`config.mk`:
```
export PLATFORM = sky130hd
export DESIGN_NAME = dma_command_control
export DESIGN_NICKNAME = d
export VERILOG_FILES = /design/src/hw/dma_cmd_pkg.sv /design/src/hw/chan_irq_ctrl.sv /design/src/hw/dma_command_control.sv
export SDC_FILE = /design/constraint.sdc
export NUM_CORES = 1
export LEC_CHECK = 0
export BUFFER_PORTS_ARGS = -buffer_cell sky130_fd_sc_hd__buf_2
export CAP_MARGIN = 5
export CORE_ASPECT_RATIO = 0.9
export CORE_MARGIN = 2
export CORE_UTILIZATION = 43
export CTS_CLUSTER_SIZE = 16
export DETAILED_ROUTE_END_ITERATION = 10
export GPL_TIMING_DRIVEN = 0
export PLACE_DENSITY_LB_ADDON = 0.12
export SLEW_MARGIN = 15
export SYNTH_ARGS = -nofsm -noshare
export SYNTH_HDL_FRONTEND = slang
export SYNTH_SLANG_ARGS = --single-unit
```
`constraint.sdc`:
```
create_clock -name clk -period 2.1 [get_ports clk]
set_input_delay 0.21 -clock clk [delete_from_list [all_inputs] [get_ports clk]]
set_output_delay 0.21 -clock clk [all_outputs]
set_load 0.01 [all_outputs]
```
`src/hw/dma_cmd_pkg.sv`:
```
// Package: offsets, bit positions, reset values and decode helpers
package dma_cmd_pkg;

   // Register bus shape
   localparam int ADDR_W = 12;
   localparam int DATA_W = 32;
   localparam int BE_W = 4;

   // Byte offsets of the channel registers
   localparam logic [ADDR_W-1:0] DMA1_OPERATION_COMMAND = 12'hD00;
   localparam logic [ADDR_W-1:0] DMA1_INTERRUPT_CONTROL = 12'hD04;
   localparam logic [ADDR_W-1:0] DMA2_OPERATION_COMMAND = 12'hE00;
   localparam logic [ADDR_W-1:0] DMA2_INTERRUPT_CONTROL = 12'hE04;

   // Operation register bit positions
   localparam int START_BIT = 0;
   localparam int STOP_BIT = 2;
   localparam int ABORT_BIT = 3;
   localparam int FIFO_FLUSH_BIT = 4;
   localparam int COMPLETION_CLEAR_BIT = 7;

   // Interrupt control register bit positions
   localparam int CFG_READY_BIT = 14;
   localparam int COMPLETION_IE_CLEAR_BIT = 24;
   localparam int COMPLETION_IE_SET_BIT = 25;
   localparam int IRQ_ENABLE_CLEAR_BIT = 30;
   localparam int IRQ_ENABLE_SET_BIT = 31;

   // Values after hard reset
   localparam logic IRQ_ENABLE_RST = 1'b0;
   localparam logic COMPLETION_IE_RST = 1'b0;
   localparam logic CFG_READY_RST = 1'b0;
   localparam logic COMPLETION_RST = 1'b0;
   localparam logic FIFO_FLUSH_RST = 1'b1;

   // Register select codes
   typedef enum logic [1:0] {sel_none, sel_op, sel_ctl} reg_sel_type;

   // Channel run states
   typedef enum logic [2:0] {
      ch_idle, ch_run, ch_drain, ch_stopped, ch_aborted
   } chan_state_type;

   // Write bit qualified by its byte lane
   function automatic logic lane_bit(input logic [BE_W-1:0] be,
                                     input logic [DATA_W-1:0] d,
                                     input int pos);
      return be[pos/8] & d[pos];
   endfunction

   // Which register an address selects
   function automatic reg_sel_type reg_sel(input logic [ADDR_W-1:0] a);
      if (a == DMA1_OPERATION_COMMAND || a == DMA2_OPERATION_COMMAND) begin
         return sel_op;
      end else if (a == DMA1_INTERRUPT_CONTROL ||
                   a == DMA2_INTERRUPT_CONTROL) begin
         return sel_ctl;
      end else begin
         return sel_none;
      end
   endfunction

   // Which channel an address selects
   function automatic logic reg_chan(input logic [ADDR_W-1:0] a);
      if (a == DMA2_OPERATION_COMMAND || a == DMA2_INTERRUPT_CONTROL) begin
         return 1'b1;
      end else begin
         return 1'b0;
      end
   endfunction

endpackage

```
`src/hw/chan_irq_ctrl.sv`:
```
// One channel's interrupt control register: set/clear enable pairs
module chan_irq_ctrl
(
   input wire logic clk,
   input wire logic rstn,
   input wire logic ce,
   input wire logic wr_ctl,
   input wire logic [dma_cmd_pkg::BE_W-1:0] be,
   input wire logic [dma_cmd_pkg::DATA_W-1:0] wdata,
   output logic irq_en,
   output logic completion_irq_en,
   output logic cfg_ready,
   output logic [dma_cmd_pkg::DATA_W-1:0] ctl_readback
);

   import dma_cmd_pkg::*;

   logic next_irq_en;
   logic next_completion_irq_en;
   logic next_cfg_ready;

   // Set and clear strobes; a write of 0 leaves both enables alone, bit 14 takes the written value
   always_comb begin
      next_irq_en = irq_en;
      next_completion_irq_en = completion_irq_en;
      next_cfg_ready = cfg_ready;
      if (wr_ctl) begin
         if (lane_bit(be, wdata, IRQ_ENABLE_SET_BIT)) begin
            next_irq_en = 1'b1;
         end else if (lane_bit(be, wdata, IRQ_ENABLE_CLEAR_BIT)) begin
            next_irq_en = 1'b0;
         end
         if (lane_bit(be, wdata, COMPLETION_IE_SET_BIT)) begin
            next_completion_irq_en = 1'b1;
         end else if (lane_bit(be, wdata, COMPLETION_IE_CLEAR_BIT)) begin
            next_completion_irq_en = 1'b0;
         end
         if (be[CFG_READY_BIT/8]) begin
            next_cfg_ready = wdata[CFG_READY_BIT];
         end
      end
   end

   // Only the hard reset reaches these; soft reset is not an input
   always_ff @(posedge clk or negedge rstn) begin
      if (!rstn) begin
         irq_en <= IRQ_ENABLE_RST;
         completion_irq_en <= COMPLETION_IE_RST;
         cfg_ready <= CFG_READY_RST;
      end else if (ce) begin
         irq_en <= next_irq_en;
         completion_irq_en <= next_completion_irq_en;
         cfg_ready <= next_cfg_ready;
      end
   end

   // Readback: enables and their inverses, reserved bits zero
   always_comb begin
      ctl_readback = '0;
      ctl_readback[IRQ_ENABLE_SET_BIT] = irq_en;
      ctl_readback[IRQ_ENABLE_CLEAR_BIT] = ~irq_en;
      ctl_readback[COMPLETION_IE_SET_BIT] = completion_irq_en;
      ctl_readback[COMPLETION_IE_CLEAR_BIT] = ~completion_irq_en;
      ctl_readback[CFG_READY_BIT] = cfg_ready;
   end

endmodule

```
`src/hw/dma_command_control.sv`:
```
// Command and interrupt-enable logic for two DMA channels
//
// How it works
// - Both registers of each channel take 32, 16 and 8-bit accesses.
// - Operation bits 31-8 and 6-5 are written zero; they read zero.
// - Writing 1 to operation bit 7 clears completion; self-clearing.
// - Starting a new operation clears the completion flag.
// - Writing 1 to operation bit 4 pulses a FIFO flush; self-clearing.
// - Hard reset flushes the FIFO; soft reset leaves it alone.
// - Writing 1 to operation bit 3 aborts the operation at once.
// - The abort state clears when a new operation starts.
// - Bit 2 stops source reads now; destination drains, then halts.
// - Start after a stop resumes the same operation to completion.
// - The stop state clears when start is written.
// - A start write clears completion and begins the operation.
// - Both channels share one interrupt, each with its own enable.
// - Control bit 31 write 1 enables the interrupt; reads the enable.
// - Control bit 30 write 1 disables the interrupt; reads inverse.
// - Hard reset disables the interrupt; soft reset leaves it.
// - Control bits 25/24 set and clear the completion interrupt enable.
// - Control bit 14 hard-resets to 0; must be 1 for channel to run.
module dma_command_control
#(
   parameter int CHANNELS = 2
)
(
   input wire logic clk,
   input wire logic rstn,
   input wire logic ce,
   input wire logic soft_reset,
   input wire logic [dma_cmd_pkg::ADDR_W-1:0] reg_addr,
   input wire logic reg_wr,
   input wire logic reg_rd,
   input wire logic [dma_cmd_pkg::BE_W-1:0] reg_be,
   input wire logic [dma_cmd_pkg::DATA_W-1:0] reg_wdata,
   output logic [dma_cmd_pkg::DATA_W-1:0] reg_rdata,
   output logic reg_ack,
   input wire logic [CHANNELS-1:0] fifo_empty,
   input wire logic [CHANNELS-1:0] xfer_finished,
   input wire logic [CHANNELS-1:0] xfer_error,
   output logic [CHANNELS-1:0] op_start,
   output logic [CHANNELS-1:0] op_resume,
   output logic [CHANNELS-1:0] op_abort,
   output logic [CHANNELS-1:0] fifo_flush,
   output logic [CHANNELS-1:0] src_read_en,
   output logic [CHANNELS-1:0] dst_write_en,
   output logic [CHANNELS-1:0] completion_flag,
   output logic [CHANNELS-1:0] completion_irq_en,
   output logic [CHANNELS-1:0] chan_cfg_ready,
   output logic dma_irq
);

   import dma_cmd_pkg::*;

   // Bus decode shared by the write and read paths
   reg_sel_type sel;
   logic sel_ch;
   logic wr_take;
   logic rd_take;

   // Channel state and its next values
   chan_state_type state [CHANNELS];
   chan_state_type next_state [CHANNELS];
   logic [CHANNELS-1:0] stop_held;
   logic [CHANNELS-1:0] next_stop_held;
   logic [CHANNELS-1:0] abort_held;
   logic [CHANNELS-1:0] next_abort_held;
   logic [CHANNELS-1:0] next_completion_flag;
   logic [CHANNELS-1:0] next_op_start;
   logic [CHANNELS-1:0] next_op_resume;
   logic [CHANNELS-1:0] next_op_abort;
   logic [CHANNELS-1:0] next_fifo_flush;
   logic [CHANNELS-1:0] next_src_read_en;
   logic [CHANNELS-1:0] next_dst_write_en;

   // Per-channel control register outputs
   logic [CHANNELS-1:0] irq_en;
   logic [CHANNELS-1:0] wr_ctl;
   logic [dma_cmd_pkg::DATA_W-1:0] ctl_readback [CHANNELS];

   // Bus answer state
   logic [dma_cmd_pkg::DATA_W-1:0] next_reg_rdata;
   logic next_reg_ack;
   logic next_dma_irq;

   // Write strobe aimed at one register kind of one channel
   function automatic logic reg_hit(input logic take,
                                    input reg_sel_type s,
                                    input logic ch,
                                    input reg_sel_type want,
                                    input int c);
      return take && s == want && ch == c[0];
   endfunction

   // Address decode, once for both paths
   always_comb begin
      sel = reg_sel(reg_addr);
      sel_ch = reg_chan(reg_addr);
      wr_take = ce & reg_wr;
      rd_take = ce & reg_rd;
   end

   // Control register write strobe per channel
   always_comb begin
      for (int c = 0; c < CHANNELS; c++) begin
         wr_ctl[c] = reg_hit(wr_take, sel, sel_ch, sel_ctl, c);
      end
   end

   // Control registers, one per channel
   for (genvar g = 0; g < CHANNELS; g++) begin : gen_ctl
      chan_irq_ctrl u_ctl (
         .clk(clk),
         .rstn(rstn),
         .ce(ce),
         .wr_ctl(wr_ctl[g]),
         .be(reg_be),
         .wdata(reg_wdata),
         .irq_en(irq_en[g]),
         .completion_irq_en(completion_irq_en[g]),
         .cfg_ready(chan_cfg_ready[g]),
         .ctl_readback(ctl_readback[g])
      );
   end

   // Channel command sequencing
   always_comb begin
      logic wr_op;
      logic cmd_start;
      logic cmd_stop;
      logic cmd_abort;
      wr_op = 1'b0;
      cmd_start = 1'b0;
      cmd_stop = 1'b0;
      cmd_abort = 1'b0;
      for (int c = 0; c < CHANNELS; c++) begin
         next_state[c] = state[c];
         next_stop_held[c] = stop_held[c];
         next_abort_held[c] = abort_held[c];
         next_completion_flag[c] = completion_flag[c];
         next_op_start[c] = 1'b0;
         next_op_resume[c] = 1'b0;
         next_op_abort[c] = 1'b0;
         wr_op = reg_hit(wr_take, sel, sel_ch, sel_op, c);
         // Start is refused until the channel is configured
         cmd_start = wr_op & lane_bit(reg_be, reg_wdata, START_BIT)
                     & chan_cfg_ready[c];
         cmd_stop = wr_op & lane_bit(reg_be, reg_wdata, STOP_BIT);
         cmd_abort = wr_op & lane_bit(reg_be, reg_wdata, ABORT_BIT);
         // Flush strobe lasts one cycle
         next_fifo_flush[c] = wr_op
            & lane_bit(reg_be, reg_wdata, FIFO_FLUSH_BIT);
         // Clear first, so a same-cycle completion event wins below
         if (wr_op & lane_bit(reg_be, reg_wdata, COMPLETION_CLEAR_BIT)) begin
            next_completion_flag[c] = 1'b0;
         end
         case (state[c])
            // Idle or aborted: only a configured start moves on
            ch_idle, ch_aborted: begin
               if (cmd_start) begin
                  next_state[c] = ch_run;
                  next_op_start[c] = 1'b1;
                  next_completion_flag[c] = 1'b0;
                  next_stop_held[c] = 1'b0;
                  next_abort_held[c] = 1'b0;
               end
            end
            // Running: abort beats end of transfer beats stop
            ch_run: begin
               if (cmd_abort) begin
                  next_state[c] = ch_aborted;
                  next_op_abort[c] = 1'b1;
                  next_abort_held[c] = 1'b1;
               end else if (xfer_error[c] | xfer_finished[c]) begin
                  next_state[c] = ch_idle;
                  next_completion_flag[c] = 1'b1;
               end else if (cmd_stop) begin
                  next_state[c] = ch_drain;
                  next_stop_held[c] = 1'b1;
               end
            end
            // Draining: destination empties the FIFO, then halt
            ch_drain: begin
               if (cmd_abort) begin
                  next_state[c] = ch_aborted;
                  next_op_abort[c] = 1'b1;
                  next_abort_held[c] = 1'b1;
               end else if (xfer_error[c]) begin
                  next_state[c] = ch_idle;
                  next_completion_flag[c] = 1'b1;
               end else if (fifo_empty[c]) begin
                  next_state[c] = ch_stopped;
                  next_completion_flag[c] = 1'b1;
               end
            end
            // Stopped: start resumes, abort discards
            ch_stopped: begin
               if (cmd_abort) begin
                  next_state[c] = ch_aborted;
                  next_op_abort[c] = 1'b1;
                  next_abort_held[c] = 1'b1;
               end else if (cmd_start) begin
                  next_state[c] = ch_run;
                  next_op_resume[c] = 1'b1;
                  next_completion_flag[c] = 1'b0;
                  next_stop_held[c] = 1'b0;
               end
            end
            default: begin
               next_state[c] = ch_idle;
            end
         endcase
         // Soft reset halts sequencing; FIFO and enables untouched
         if (soft_reset) begin
            next_state[c] = ch_idle;
            next_stop_held[c] = 1'b0;
            next_abort_held[c] = 1'b0;
            next_op_start[c] = 1'b0;
            next_op_resume[c] = 1'b0;
         end
         // Source reads only while running; writes also while draining
         next_src_read_en[c] = next_state[c] == ch_run;
         next_dst_write_en[c] = next_state[c] == ch_run
                                || next_state[c] == ch_drain;
      end
   end

   // Channel state registers; hard reset flushes the FIFO
   always_ff @(posedge clk or negedge rstn) begin
      if (!rstn) begin
         for (int c = 0; c < CHANNELS; c++) begin
            state[c] <= ch_idle;
         end
         stop_held <= '0;
         abort_held <= '0;
         completion_flag <= {CHANNELS{COMPLETION_RST}};
         op_start <= '0;
         op_resume <= '0;
         op_abort <= '0;
         fifo_flush <= {CHANNELS{FIFO_FLUSH_RST}};
         src_read_en <= '0;
         dst_write_en <= '0;
      end else if (ce) begin
         for (int c = 0; c < CHANNELS; c++) begin
            state[c] <= next_state[c];
         end
         stop_held <= next_stop_held;
         abort_held <= next_abort_held;
         completion_flag <= next_completion_flag;
         op_start <= next_op_start;
         op_resume <= next_op_resume;
         op_abort <= next_op_abort;
         fifo_flush <= next_fifo_flush;
         src_read_en <= next_src_read_en;
         dst_write_en <= next_dst_write_en;
      end
   end

   // Read mux and bus answer; unmapped addresses read zero
   always_comb begin
      next_reg_rdata = reg_rdata;
      next_reg_ack = reg_wr | reg_rd;
      if (rd_take) begin
         next_reg_rdata = '0;
         if (sel == sel_op) begin
            next_reg_rdata[STOP_BIT] = stop_held[sel_ch];
            next_reg_rdata[ABORT_BIT] = abort_held[sel_ch];
         end else if (sel == sel_ctl) begin
            next_reg_rdata = ctl_readback[sel_ch];
         end
         // Lanes not enabled read zero
         for (int b = 0; b < BE_W; b++) begin
            if (!reg_be[b]) begin
               next_reg_rdata[b*8 +: 8] = 8'h00;
            end
         end
      end
   end

   // Shared interrupt: any channel enabled twice over and complete
   always_comb begin
      next_dma_irq = |(irq_en & completion_irq_en & completion_flag);
   end

   // Bus answer and interrupt registers
   always_ff @(posedge clk or negedge rstn) begin
      if (!rstn) begin
         reg_rdata <= '0;
         reg_ack <= 1'b0;
         dma_irq <= 1'b0;
      end else if (ce) begin
         reg_rdata <= next_reg_rdata;
         reg_ack <= next_reg_ack;
         dma_irq <= next_dma_irq;
      end
   end

endmodule

```
== Word-level counts from Yosys, hierarchy flattened ==
Cells that the tools add are included.
W data, S select, Z words.

* Register bits: 64
* Latch bits: 0
* Bits in writable memories: 0
* Bits in read-only memories: 0
* Input port bits: 60
* Output and inout bits: 52
* Logic and storage cells: 221
* Memories: 0

* Add/sub/neg operators: 0
* Multipliers: 0
* Div/mod/pow operators: 0
* Order comparisons: 2
* Eq/ne operators: 30
* Shift-type cells: 0
* Muxes and demuxes: 98
* Bitwise operators: 34
* Reductions and logical operators: 35

{| class="wikitable"
|+ Operator list
! operator !! number
|-
| $mux W32 || 4
|-
| $mux W1 || 59
|-
| $mux W3 || 18
|-
| $eq A12 B12 Y1 const B || 4
|-
| $mux W8 || 4
|-
| $ne A3 B3 Y1 const B || 10
|-
| $mux W28 || 1
|-
| $pmux W3 S4 || 2
|-
| $and A1 B1 Y1 || 23
|-
| $eq A3 B2 Y1 const B || 6
|-
| $reduce_and A3 Y1 || 6
|-
| $eq A3 B1 Y1 const B || 4
|-
| $reduce_and A6 Y1 || 2
|-
| $mux W2 || 4
|-
| $pmux W1 S4 || 2
|-
| $reduce_and A4 Y1 || 2
|-
| $reduce_bool A4 Y1 || 2
|-
| $eq A3 B3 Y1 const B || 2
|-
| $logic_and A1 B1 Y1 || 6
|-
| $logic_not A3 Y1 || 2
|-
| $ne A3 B1 Y1 const B || 2
|-
| $pmux W1 S3 || 2
|-
| $reduce_bool A3 Y1 || 2
|-
| $reduce_or A2 Y1 || 3
|-
| 13 further kinds || 27
|}

== Logic depth before layout (Yosys ltp) ==
Gate-level depths: netlist of the first run.

* Depth in word-level cells: 15
* Depth in mapped cells: 8
* Mapped depth without buffers: 6

== Cells and area by module ==
From an unflattened synthesis of the first run, not the netlist that was laid out.

* Cells, all modules: 429
* Area, all modules: 3,916.3 µm²

{| class="wikitable"
|+ By module, submodules not included
! module !! instances !! cells each !! area each (µm²) !! seq. area each (µm²)
|-
| dma_command_control || 1 || 343 || 3,180.6 || 1,453.9
|-
| chan_irq_ctrl || 2 || 43 || 367.9 || 75.1
|}

== Worst setup path before layout of the first run ==
No wires, ideal clock.

* Path type: input -> register
* From: in reg_addr[6] (netlist name)
* To: reg dst_write_en[0]
* Setup time: 0.126 ns
* Arrival: 2.104 ns
* Data required time: 1.974 ns
* Slack: -0.130 ns
* Stages on the path: 6
* Buffers on the path: 1
* Cells stage by stage: or4_4 > buf_6 > or4b_4 > a2111oi_4 > nor3_2 > a221o_1

* Word-level cells in the longest chain between the ends: 15
* Elaborated cells between the ends (all ways): 29
* Classes of those cells: eq/ne: 7; mux: 11; bitwise: 5; reduce/logical: 6

{| class="wikitable"
|+ Ends and longest elaborated chain
! element !! RTL line !! RTL
|-
| start, declared || dma_command_control.sv:31 || <nowiki>input wire logic [dma_cmd_pkg::ADDR_W-1:0] reg_addr,</nowiki>
|-
| $eq A12 B12 Y1, on equally long branches || dma_cmd_pkg.sv:55, dma_cmd_pkg.sv:56, dma_cmd_pkg.sv:65 ||
|-
| $logic_or A1 B1 Y1 || dma_cmd_pkg.sv:55 || <nowiki>end else if (a == DMA1_INTERRUPT_CONTROL ||</nowiki>
|-
| $mux W2 || dma_cmd_pkg.sv:55 ||
|-
| $mux W2 || dma_cmd_pkg.sv:53 || <nowiki>if (a == DMA1_OPERATION_COMMAND || a == DMA2_OPERATION_COMMAND) begin</nowiki>
|-
| $eq A2 B1 Y1 || dma_command_control.sv:92 || <nowiki>return take && s == want && ch == c[0];</nowiki>
|-
| $logic_and A1 B1 Y1 || dma_command_control.sv:92 ||
|-
| $logic_and A1 B1 Y1 (*) || dma_command_control.sv:92 ||
|-
| $and A1 B1 Y1, on equally long branches || dma_command_control.sv:146, dma_command_control.sv:148 ||
|-
| $and A1 B1 Y1 or $mux W3 (tied branches) || dma_command_control.sv:147, dma_command_control.sv:177 ||
|-
| $mux W3, on equally long branches || dma_command_control.sv:160, dma_command_control.sv:202, dma_command_control.sv:174 ||
|-
| $mux W3, on equally long branches || dma_command_control.sv:198, dma_command_control.sv:170 ||
|-
| $pmux W3 S4 (*) || dma_command_control.sv:157 || <nowiki>case (state[c])</nowiki>
|-
| $mux W3 (*) || dma_command_control.sv:214 || <nowiki>if (soft_reset) begin</nowiki>
|-
| $eq A3 B1 Y1 or $eq A3 B2 Y1 (tied branches) || dma_command_control.sv:223, dma_command_control.sv:224 ||
|-
| $logic_or A1 B1 Y1 (*) || dma_command_control.sv:224 || <nowiki>|| next_state[c] == ch_drain;</nowiki>
|-
| end signal, assigned || dma_command_control.sv:255 || <nowiki>dst_write_en <= next_dst_write_en;</nowiki>
|-
| end, declared || dma_command_control.sv:46 || <nowiki>output logic [CHANNELS-1:0] dst_write_en,</nowiki>
|}

Every way passes the cells marked *; elsewhere a longest branch is shown, timed or not.
A chain may end at the register's enable or synchronous reset.

== Worst setup path in the final report of the first run ==
* From: reg state[4] (netlist name)
* To: reg dst_write_en[0]

* Word-level cells in the longest chain between the ends: 7
* Elaborated cells between the ends (all ways): 19
* Classes of those cells: eq/ne: 6; mux: 10; reduce/logical: 3

{| class="wikitable"
|+ Ends and longest elaborated chain
! element !! RTL line !! RTL
|-
| start, declared || dma_command_control.sv:62 || <nowiki>chan_state_type state [CHANNELS];</nowiki>
|-
| start signal, assigned by index || dma_command_control.sv:232 || <nowiki>state[c] <= ch_idle;</nowiki>
|-
| start signal, assigned by index || dma_command_control.sv:245 || <nowiki>state[c] <= next_state[c];</nowiki>
|-
| $mux W3, on equally long branches || dma_command_control.sv:191, dma_command_control.sv:177 ||
|-
| $mux W3, on equally long branches || dma_command_control.sv:188, dma_command_control.sv:174 ||
|-
| $mux W3, on equally long branches || dma_command_control.sv:184, dma_command_control.sv:170 ||
|-
| $pmux W3 S4 (*) || dma_command_control.sv:157 ||
|-
| $mux W3 (*) || dma_command_control.sv:214 ||
|-
| $eq A3 B1 Y1 or $eq A3 B2 Y1 (tied branches) || dma_command_control.sv:223, dma_command_control.sv:224 ||
|-
| $logic_or A1 B1 Y1 (*) || dma_command_control.sv:224 ||
|}

Marked as above.

==> results.json, run 1 <==
{
  "clock-sinks": 39,
  "dr.pass1.iters": 4,
  "synthArstFlopShare": 1.00,
  "cts-root-buf": "clkbuf_8",
  "grt_pass1_vias": 2235,
  "die_h_um": 76.0,
  "path_class": "flip-flop to flip-flop",
  "critPathCaptureType": "flip-flop",
  "arrival_ps": 2380,
  "wl_per_cell_um": 14.9,
  "netlist_instances": 272,
  "gr-usage-all-layers": 0.211,
  "fin_ws_ps": -105,
  "power_frac_clock": 0.331,
  "vdd_drop_max_mv": 0.304,
  "top_usage_layer": "met2",
  "wl_um": 6690,
  "start_util": 0.440,
  "rsz0062_at_grt": "true",
  "insertion_delay_ps": 290,
  "yosys-top-cells-area": "dfrtp_1, buf_4, o21ai_0",
  "p_int_uw": 1090,
  "io_pins": 112,
  "nets": 438,
  "fin_total_pwr_uw": 1510,
  "worstReg2RegEnd": "dst_write_en[0]$_DFFE_PN0P_",
  "mostFrequentLayoutCell": "buf_2",
  "antenna_found_initial": 0,
  "clk_pin_slew_worst_paths_ps": 80,
  "p_switching_uw": 414,
  "r2r_start": "state[4]$_DFFE_PN0P_",
  "yosys.area.top_type_share": 0.374,
  "drv_slew": 0,
  "coreArea_mm2": 0.00563,
  "swShare": 0.275,
  "hp-class": "primary input to async pin",
  "required_ps": 2270,
  "p_leak_uw": 0.00149,
  "io_buffer_count": 63,
  "p_per_area_mw_per_mm2": 474,
  "numCtsBuffers": 5,
  "syn_area_mm2": 0.00248,
  "post-dp-hpwl_um": 5030,
  "grt_overflow": 0,
  "post-route-cell-area_mm2": 0.00317,
  "avgSynthCellArea_um2": 9.11,
  "grt_pass1_wl_um": 10900,
  "ys_types": 63,
  "grt_util_met2": 0.331,
  "synth_flop_cell": "dfrtp_1",
  "worst_setup_path_start_kind": "flip-flop",
  "relSlewSlack": 0.411,
  "htreeDepth": 2,
  "run_status": "finished with violations",
  "r2r_cells": 6,
  "drcViolationCount": 0,
  "die_w_um": 84.0,
  "dieArea_mm2": 0.00639,
  "cap_violations": 0,
  "area_growth_syn_to_layout_pct": 28.0,
  "drive_above_1_share": 0.348,
  "fin_crit_sh": 1.05,
  "antenna_cells": 0,
  "num_rows": 26,
  "final_antenna_net_count": 0,
  "pre_cts_slack_ps": -447,
  "setup_viol": 1,
  "regToRegSetupSlack_ps": -110,
  "ys_warn_count": 0,
  "worst_clock_skew_ps": 6.50,
  "mostFrequentLayoutCells": "buf_2, buf_4, dfrtp_1",
  "cts_buffer_depth": 2,
  "final_hold_viol_count": 0,
  "route.vias.total": 2428,
  "tightest_slew_ps": 883,
  "drt_iter0_drc": 146,
  "synth_area_leader_cell": "dfrtp_1",
  "ys_ff_latch": 39,
  "synth_edf_count": 0,
  "hold_buffers": 0,
  "grt_max_degree": 40,
  "violations": "negative setup slack",
  "combPwrFrac": 0.150,
  "synth_seq_area_share": 0.395,
  "critPathMaxFanout": 4,
  "grt_use_met3": 0.0498,
  "max_freq_mhz": 453,
  "sequentialPowerShare": 0.518,
  "placed_cell_area_mm2": 0.00298,
  "vias_per_cell": 5.41,
  "tritoncts": "yes",
  "post-route-min-period_ps": 2210,
  "gp_congestion": 0.872,
  "met1_usage": 0.290
}
==> registers in the layout, summed over array words and instances, names as in the netlist <==
register and count:
gen_ctl.u_ctl.completion_irq_en 2, completion_flag 2, gen_ctl.u_ctl.cfg_ready 2, src_read_en 2
reg_ack 1, gen_ctl.u_ctl.irq_en 2, abort_held 2, reg_rdata 7
op_abort 2, op_start 2, stop_held 2, state 6
dma_irq 1, fifo_flush 2, op_resume 2, dst_write_en 2
==> timing repair <==
action,CTS,global route
pin swaps,2,4
setup buffers,3,9
setup endpoints to repair,6,6
gates resized for setup,5,1
==> layout make-up <==
type,count,area [um2]
Fill cell,549,2450
Sequential cell,39,981
Inverter,11,41.3
Clock inverter,1,5.00
Tap cell,70,87.6
Multi-Input combinational cell,208,1320
Timing Repair Buffer,75,405
Buffer,38,260
Clock buffer,7,76.3
==> critical path, stage by stage, from the launching register on <==
cell and delay, ps:
dfrtp_2 440, nor3b_4 230, nand2_1 100, or4b_4 510, a2111oi_4 450, nor3_2 80, a221o_1 270
==> logic make-up after synthesis <==
| logic type | count (synthesis) | synth area share |
|---|---|---|
| compound gates | 71 | 0.204 |
| flops | 39 | 0.395 |
| mux | 7 | 0.0293 |
| simple gates | 104 | 0.245 |
| xor+xnor | 1 | 0.00353 |
| other cells | 1 | 0.00151 |
| buf+inv | 49 | 0.122 |
==> routing by layer <==
layer	vias to the layer above	part of all wire
met3	14	0.072
li1	1170	-
met2	106	0.47
met5	-	0
met1	1138	0.44
met4	0	0.019
==> synth_stat cells (2+ instances only) <==
cell,count
o211ai_1,3
nor4_1,6
a221o_1,3
a31oi_1,6
nor2b_1,5
o22ai_1,2
and3_1,2
and4_1,2
a21oi_1,7
nor2_1,15
clkbuf_1,6
mux2_2,2
dfstp_2,2
nand2b_1,4
nor3_1,6
buf_4,29
o21ai_0,20
or2_2,4
mux2i_1,5
nand2_1,25
nand3_1,7
o31ai_1,3
nand4_1,8
nand4b_1,4
a21o_1,2
or3_1,2
inv_1,11
o2bb2ai_1,4
a22o_1,7
dfrtp_1,37
==> stage by stage <==
step                      hold WS, ps  std cells  setup TNS, ps   util
after floorplan                 -85.6        296          -75.8      -
after global placement            380        429          -6110  0.529
after detailed placement          384        429          -5990  0.529
after CTS                        62.4        440          -65.0  0.551
after global routing             98.1        449           -247  0.564
final                            18.6        449           -105  0.564
==> worst max-delay path by stage <==
stage / endpoint / cells past startpoint / startpoint / slack (ps)
after global placement: dst_write_en[0]$_DFFE_PN0P_ / 8 / reg_addr[6] / -440
after floorplan: dst_write_en[0]$_DFFE_PN0P_ / 6 / reg_addr[6] / -80
after global routing: dst_write_en[0]$_DFFE_PN0P_ / 6 / state[4]$_DFFE_PN0P_ / -170
final: dst_write_en[0]$_DFFE_PN0P_ / 6 / state[4]$_DFFE_PN0P_ / -110
after detailed placement: dst_write_en[0]$_DFFE_PN0P_ / 8 / reg_addr[6] / -450
after CTS: dst_write_en[0]$_DFFE_PN0P_ / 6 / state[5]$_DFFE_PN0P_ / -60
==> power groups by stage <==
stage | clock network, uW | registers, uW | logic [uW]
floorplan | 0 | 796 | 112
global placement | 0 | 797 | 211
detailed placement | 0 | 797 | 213
CTS | 512 | 783 | 215
global route | 548 | 780 | 248
finish | 499 | 780 | 226
No activity file was read; power rests on OpenSTA's default activity.
==> run 2: changes to the inputs <==
- ABC_AREA: default -> 1
- CORE_UTILIZATION: 43 -> 44
==> run 2 against run 1 <==
The run now ends clean; largest cell class unchanged; combinational power rose by 3%; sequential share of layout area is 0.57 points lower; non-clock buffer count is 16 lower; highest routed layer unchanged; worst setup slack better by 500 ps; sequential power down 0.5%; worst hold slack better by 12 ps.
==> results.json, run 2 <==
{
  "hp-class": "primary input to async pin",
  "clock-sinks": 39,
  "critPathMaxFanout": 5,
  "synth_flop_cell": "dfrtp_1",
  "vdd_drop_max_mv": 0.370,
  "area_growth_syn_to_layout_pct": 22.5,
  "p_per_area_mw_per_mm2": 491,
  "die_h_um": 77.4,
  "avgSynthCellArea_um2": 6.93,
  "yosys.area.top_type_share": 0.352,
  "io_pins": 112,
  "final_antenna_net_count": 0,
  "stdcell_count": 544,
  "cts_buffer_depth": 2,
  "cts_resized": 0,
  "syn_area_mm2": 0.00263,
  "arrival_ps": 1880,
  "fin_crit_sh": 0.811,
  "start_util": 0.460,
  "required_ps": 2270,
  "postLayoutCoreUtil": 0.563,
  "fin_ws_ps": 396,
  "cts-root-buf": "clkbuf_8",
  "top_register": "reg_rdata",
  "io_buffer_count": 62,
  "nets": 533,
  "clk_pin_slew_worst_paths_ps": 80,
  "slowest_delay_ps": 430,
  "synthArstFlopShare": 1.00,
  "tritoncts": "yes",
  "num_rows": 26,
  "netlist_instances": 380,
  "hold_buffers": 0,
  "route.vias.total": 2684,
  "path_class": "flip-flop to flip-flop",
  "final_hold_viol_count": 0,
  "grt_pass1_wl_um": 11300,
  "drv_slew": 0,
  "drt_iter0_drc": 142,
  "largest_register_ffs": 7,
  "cap_violations": 0,
  "max_freq_mhz": 587,
  "grt_max_degree": 40,
  "pre_cts_slack_ps": 241,
  "setup_viol": 0,
  "seq_area_um2": 978,
  "dieArea_mm2": 0.00662,
  "ys_ff_latch": 39,
  "ys_warn_count": 0,
  "run_status": "completed",
  "synth_area_leader_cell": "dfrtp_1",
  "grt_pass1_vias": 2436,
  "reg_top3": "reg_rdata x7, state x6",
  "synth_edf_count": 0,
  "synth_seq_area_share": 0.372,
  "antenna_cells": 0,
  "post-dp-hpwl_um": 5390,
  "insertion_delay_ps": 290,
  "netlist_top_cells_count": "nand2_1, inv_1, nor2_1",
  "ys_types": 31,
  "numCtsBuffers": 5,
  "post_cts_buffers": 0,
  "gr-usage-all-layers": 0.212,
  "mostFrequentLayoutCell": "nand2_1",
  "yosys-top-cells-area": "dfrtp_1, nand2_1, buf_4",
  "num-fill-cells": 590,
  "antenna_found_initial": 0,
  "gp_congestion": 0.845,
  "grt_overflow": 0,
  "synth_most_common_cell": "nand2_1",
  "vias_per_cell": 4.93,
  "wl_um": 6780,
  "drcViolationCount": 0,
  "worst_setup_path_start_kind": "flip-flop",
  "cp_cell_sequence": "inv_1, nor2_1, nand2_1, nor3_1, nand4_1, nand3_1, nand2_1, nand4_1, nand3_1",
  "coreArea_mm2": 0.00573,
  "worst_clock_skew_ps": 8.75,
  "relSlewSlack": 0.408,
  "rsz0062_at_grt": "false",
  "post-route-min-period_ps": 1700,
  "wl_per_cell_um": 12.5,
  "drive_above_1_share": 0.264,
  "critPathCaptureType": "flip-flop",
  "die_w_um": 85.5,
  "cp_slowest_cell": "dfrtp_1",
  "dr.pass1.iters": 5,
  "mostFrequentLayoutCells": "nand2_1, buf_2, inv_1, nor2_1, dfrtp_1",
  "finalSetupTns_ps": 0,
  "post-place-cells": 536,
  "tightest_slew_ps": 888,
  "p_leak_uw": 0.00181,
  "htreeDepth": 2,
  "multi_input_area_mm2": 0.00135
}
run 2: cell count changes in the layout (fill, tap and decap cells not counted), moves of 11 or more:
cell,delta
nand3_1,+28
inv_1,+27
nand2_1,+82
buf_4,-12
nor2_1,+23
o21ai_0,+11
run 2: layout make-up:
| type | instances | share of cell area |
|---|---|---|
| repair buffers | 62 | 0.0962 |
| multi-input cells | 289 | 0.418 |
| inverters | 41 | 0.0477 |
| clock buffers | 7 | 0.0299 |
| flip-flops and latches | 39 | 0.303 |
| well taps | 70 | 0.0272 |
| plain buffers | 35 | 0.0753 |
| clock inverters | 1 | 0.00233 |
run 2: worst max-delay path: cells and delay by family, from the launching register on:
family / cells / cell delay, ps
DFF: 1 / 430
and+or+nand+nor: 8 / 1050
buffers and inverters: 1 / 90
run 2: cell families (layout without fill, tap and decap cells):
group | Yosys count | count (layout) | share of synthesized area
and+or+nand+nor | 210 | 210 | 0.361
DFF | 39 | 39 | 0.372
buffers and inverters | 76 | 146 | 0.151
AOI/OAI and AO/OA | 54 | 54 | 0.115
other | 1 | 25 | 0.00142
run 2: where the power goes:
part           switching, uW  total [uW]  internal, uW
logic                    143         232          89.8
clock network            275         574           299
registers               11.6         776           765
run 2: path summary, 6_finish.rpt:
check	depth (start not counted)	slack, ps	from	endpoint
setup / recovery	9	400	state[3]$_DFFE_PN0P_	dst_write_en[0]$_DFFE_PN0P_
hold / removal	1	30	rstn	reg_rdata[25]$_DFFE_PN0P_
setup reg to reg	9	400	state[3]$_DFFE_PN0P_	dst_write_en[0]$_DFFE_PN0P_
hold reg to reg	2	480	dst_write_en[1]$_DFFE_PN0P_	dst_write_en[1]$_DFFE_PN0P_
max in group asynchronous	1	1510	rstn	reg_rdata[3]$_DFFE_PN0P_
min in group clk	2	180	reg_be[1]	reg_rdata[14]$_DFFE_PN0P_
run 2: routing by layer:
metal  part of all wire  track usage
met1               0.47        0.319
met2               0.44        0.323
met3              0.083       0.0330
met4             0.0069       0.0460
met5                  0            0
run 2: metrics by stage:
stage / instance area, um2 / total power [uW] / hold WS (ps)
after floorplan: 2720 / 925 / -85.6
after global placement: 3120 / 1020 / 391
after detailed placement: 3120 / 1020 / 389
after CTS: 3220 / 1590 / 71.0
after global routing: 3220 / 1650 / 113
final: 3220 / 1580 / 30.4
==> run 3: changes to the inputs <==
- ABC_AREA: 1 -> 0
- CORE_UTILIZATION: 44 -> 45
- clock period: 2.1 -> 1.8 ns (I/O delays scaled with it)
==> run 3 against run 2 <==
The run now ends with negative hold slack, negative setup slack left; worst hold slack got worse by 34 ps; critical path type unchanged; via count fell by 7.7%; worst setup slack got worse by 730 ps; design area rose by 6.0%; flip-flop and latch count did not move; die area fell by 7.6%; sequential power rose by 17%; largest power group unchanged; clock power rose by 34%; combinational power rose by 23%; count of clock-buffer cells in the layout fell by 1.
==> results.json, run 3 (synthesis results as in run 1) <==
{
  "mostFrequentLayoutCells": "buf_2, buf_4, dfrtp_1",
  "num_rows": 25,
  "dieArea_mm2": 0.00612,
  "mostFrequentLayoutCell": "buf_2",
  "vias_per_cell": 5.48,
  "timing.hold.ws_ps": -3.26,
  "drv_slew": 0,
  "hold_buffers": 0,
  "post-place-cells": 426,
  "rsz0062_at_grt": "true",
  "multi_input_area_mm2": 0.00142,
  "required_ps": 1980,
  "die_h_um": 74.4,
  "critPathCaptureType": "flip-flop",
  "regToRegSetupSlack_ps": -330,
  "p_per_area_mw_per_mm2": 574,
  "top_register": "reg_rdata",
  "critPathMaxFanout": 3,
  "tritoncts": "yes",
  "pre_cts_slack_ps": -761,
  "largest_register_ffs": 7,
  "vdd_drop_max_mv": 0.452,
  "gp_congestion": 0.874,
  "route.vias.total": 2476,
  "finalSetupTns_ps": -918,
  "combPwrFrac": 0.146,
  "clock-sinks": 39,
  "run_status": "finished with violations",
  "wl_um": 6990,
  "clk_pin_slew_worst_paths_ps": 80,
  "violations": "negative hold slack, negative setup slack",
  "gr-usage-all-layers": 0.231,
  "crit_start": "state[5]$_DFFE_PN0P_",
  "cp_cell_sequence": "nor3b_4, nand2_1, or4b_4, a2111oi_4, nor3_2, a221o_1",
  "numCtsBuffers": 5,
  "nets": 444,
  "wl_per_cell_um": 15.5,
  "slowest_delay_ps": 510,
  "coreArea_mm2": 0.00529,
  "worst_setup_path_start_kind": "flip-flop",
  "cts_buffer_depth": 2,
  "reg_top3": "reg_rdata x7, state x6",
  "stdcell_count": 452,
  "power_frac_clock": 0.391,
  "r2r_start": "state[5]$_DFFE_PN0P_",
  "relSlewSlack": 0.413,
  "hp-class": "primary input to async pin",
  "worst_clock_skew_ps": 9.94,
  "cp_slowest_cell": "or4b_4",
  "final_antenna_net_count": 0,
  "grt_overflow": 0,
  "cts-root-buf": "clkbuf_8",
  "p_int_uw": 1460,
  "grt_max_degree": 40,
  "fin_ws_ps": -333,
  "antenna_cells": 0,
  "p_leak_uw": 0.00157,
  "arrival_ps": 2310,
  "drt_iter0_drc": 141,
  "post-dp-hpwl_um": 5000,
  "htreeDepth": 2,
  "path_class": "flip-flop to flip-flop",
  "cap_violations": 0,
  "drive_above_1_share": 0.413,
  "tightest_slew_ps": 880,
  "grt_pass1_wl_um": 10800,
  "post-route-min-period_ps": 2130,
  "postLayoutCoreUtil": 0.646,
  "num-fill-cells": 489,
  "antenna_found_initial": 0,
  "grt_pass1_vias": 2245,
  "p_switching_uw": 502,
  "seq_area_um2": 981,
  "setup_viol": 6,
  "dr.pass1.iters": 5,
  "start_util": 0.469,
  "final_hold_viol_count": 3,
  "swShare": 0.256,
  "io_pins": 112,
  "sequentialPowerShare": 0.463,
  "max_freq_mhz": 469,
  "drcViolationCount": 0,
  "die_w_um": 82.2,
  "area_growth_syn_to_layout_pct": 37.9,
  "io_buffer_count": 63,
  "fin_crit_sh": 1.19,
  "insertion_delay_ps": 290
}
## run 3: cell count changes in the layout (fill, tap and decap cells not counted), moves of 6 or more
cell     change
nand2_1     -83
nand3_1     -29
inv_1       -27
nor2_1      -25
buf_4       +16
o21ai_0     -15
a22o_1       +7
nand2_2      -6
## run 3: cell type report
cell class | instances | area share
multi-input cells | 208 | 0.414
flip-flops and latches | 39 | 0.287
repair buffers | 83 | 0.153
plain buffers | 36 | 0.0747
well taps | 67 | 0.0245
clock buffers | 6 | 0.0242
inverters | 11 | 0.0121
clock inverters | 2 | 0.0103
## run 3: timing repair
item / in CTS / in global routing
pin swaps: 10 / 9
cloned: 1 / 0
setup endpoints to repair: 26 / 29
gates resized for setup: 18 / 14
buffers inserted: 13 / 6
## run 3: critical path: cells and delay by family, from the launching register on
kind / cells / cell delay [ps]
flops: 1 / 430
compound gates: 2 / 640
simple gates: 4 / 940
## run 3: worst paths after layout
| path | end | depth (start not counted) |
|---|---|---|
| setup reg to reg | dst_write_en[0]$_DFFE_PN0P_ | 6 |
| setup / recovery | dst_write_en[0]$_DFFE_PN0P_ | 6 |
| min in group clk | fifo_flush[1]$_DFFE_PN1P_ | 3 |
| hold reg to reg | fifo_flush[0]$_DFFE_PN1P_ | 1 |
| max in group asynchronous | state[5]$_DFFE_PN0P_ | 1 |
| hold / removal | reg_rdata[24]$_DFFE_PN0P_ | 1 |
## run 3: power by group through the flow
stage	sequential (uW)	clock (uW)	combinational, uW
2_1_floorplan	929	0	132
3_3_place_gp	930	0	247
3_5_place_dp	929	0	249
4_1_cts	909	773	268
5_1_grt	910	811	315
6_report	909	768	286
## run 3: routing by layer
layer	up-vias	GRT usage	wire [um]
li1	1187	-	-
met1	1184	0.318	3080
met2	93	0.378	3330
met3	12	0.0485	490
met4	0	0.0463	84
met5	-	0	0
## run 3: metrics by stage
stage	total power (uW)	instance area, um2
after floorplan	1060	2590
after global placement	1180	2990
after detailed placement	1180	2990
after CTS	1950	3320
after global routing	2030	3420
final	1960	3420
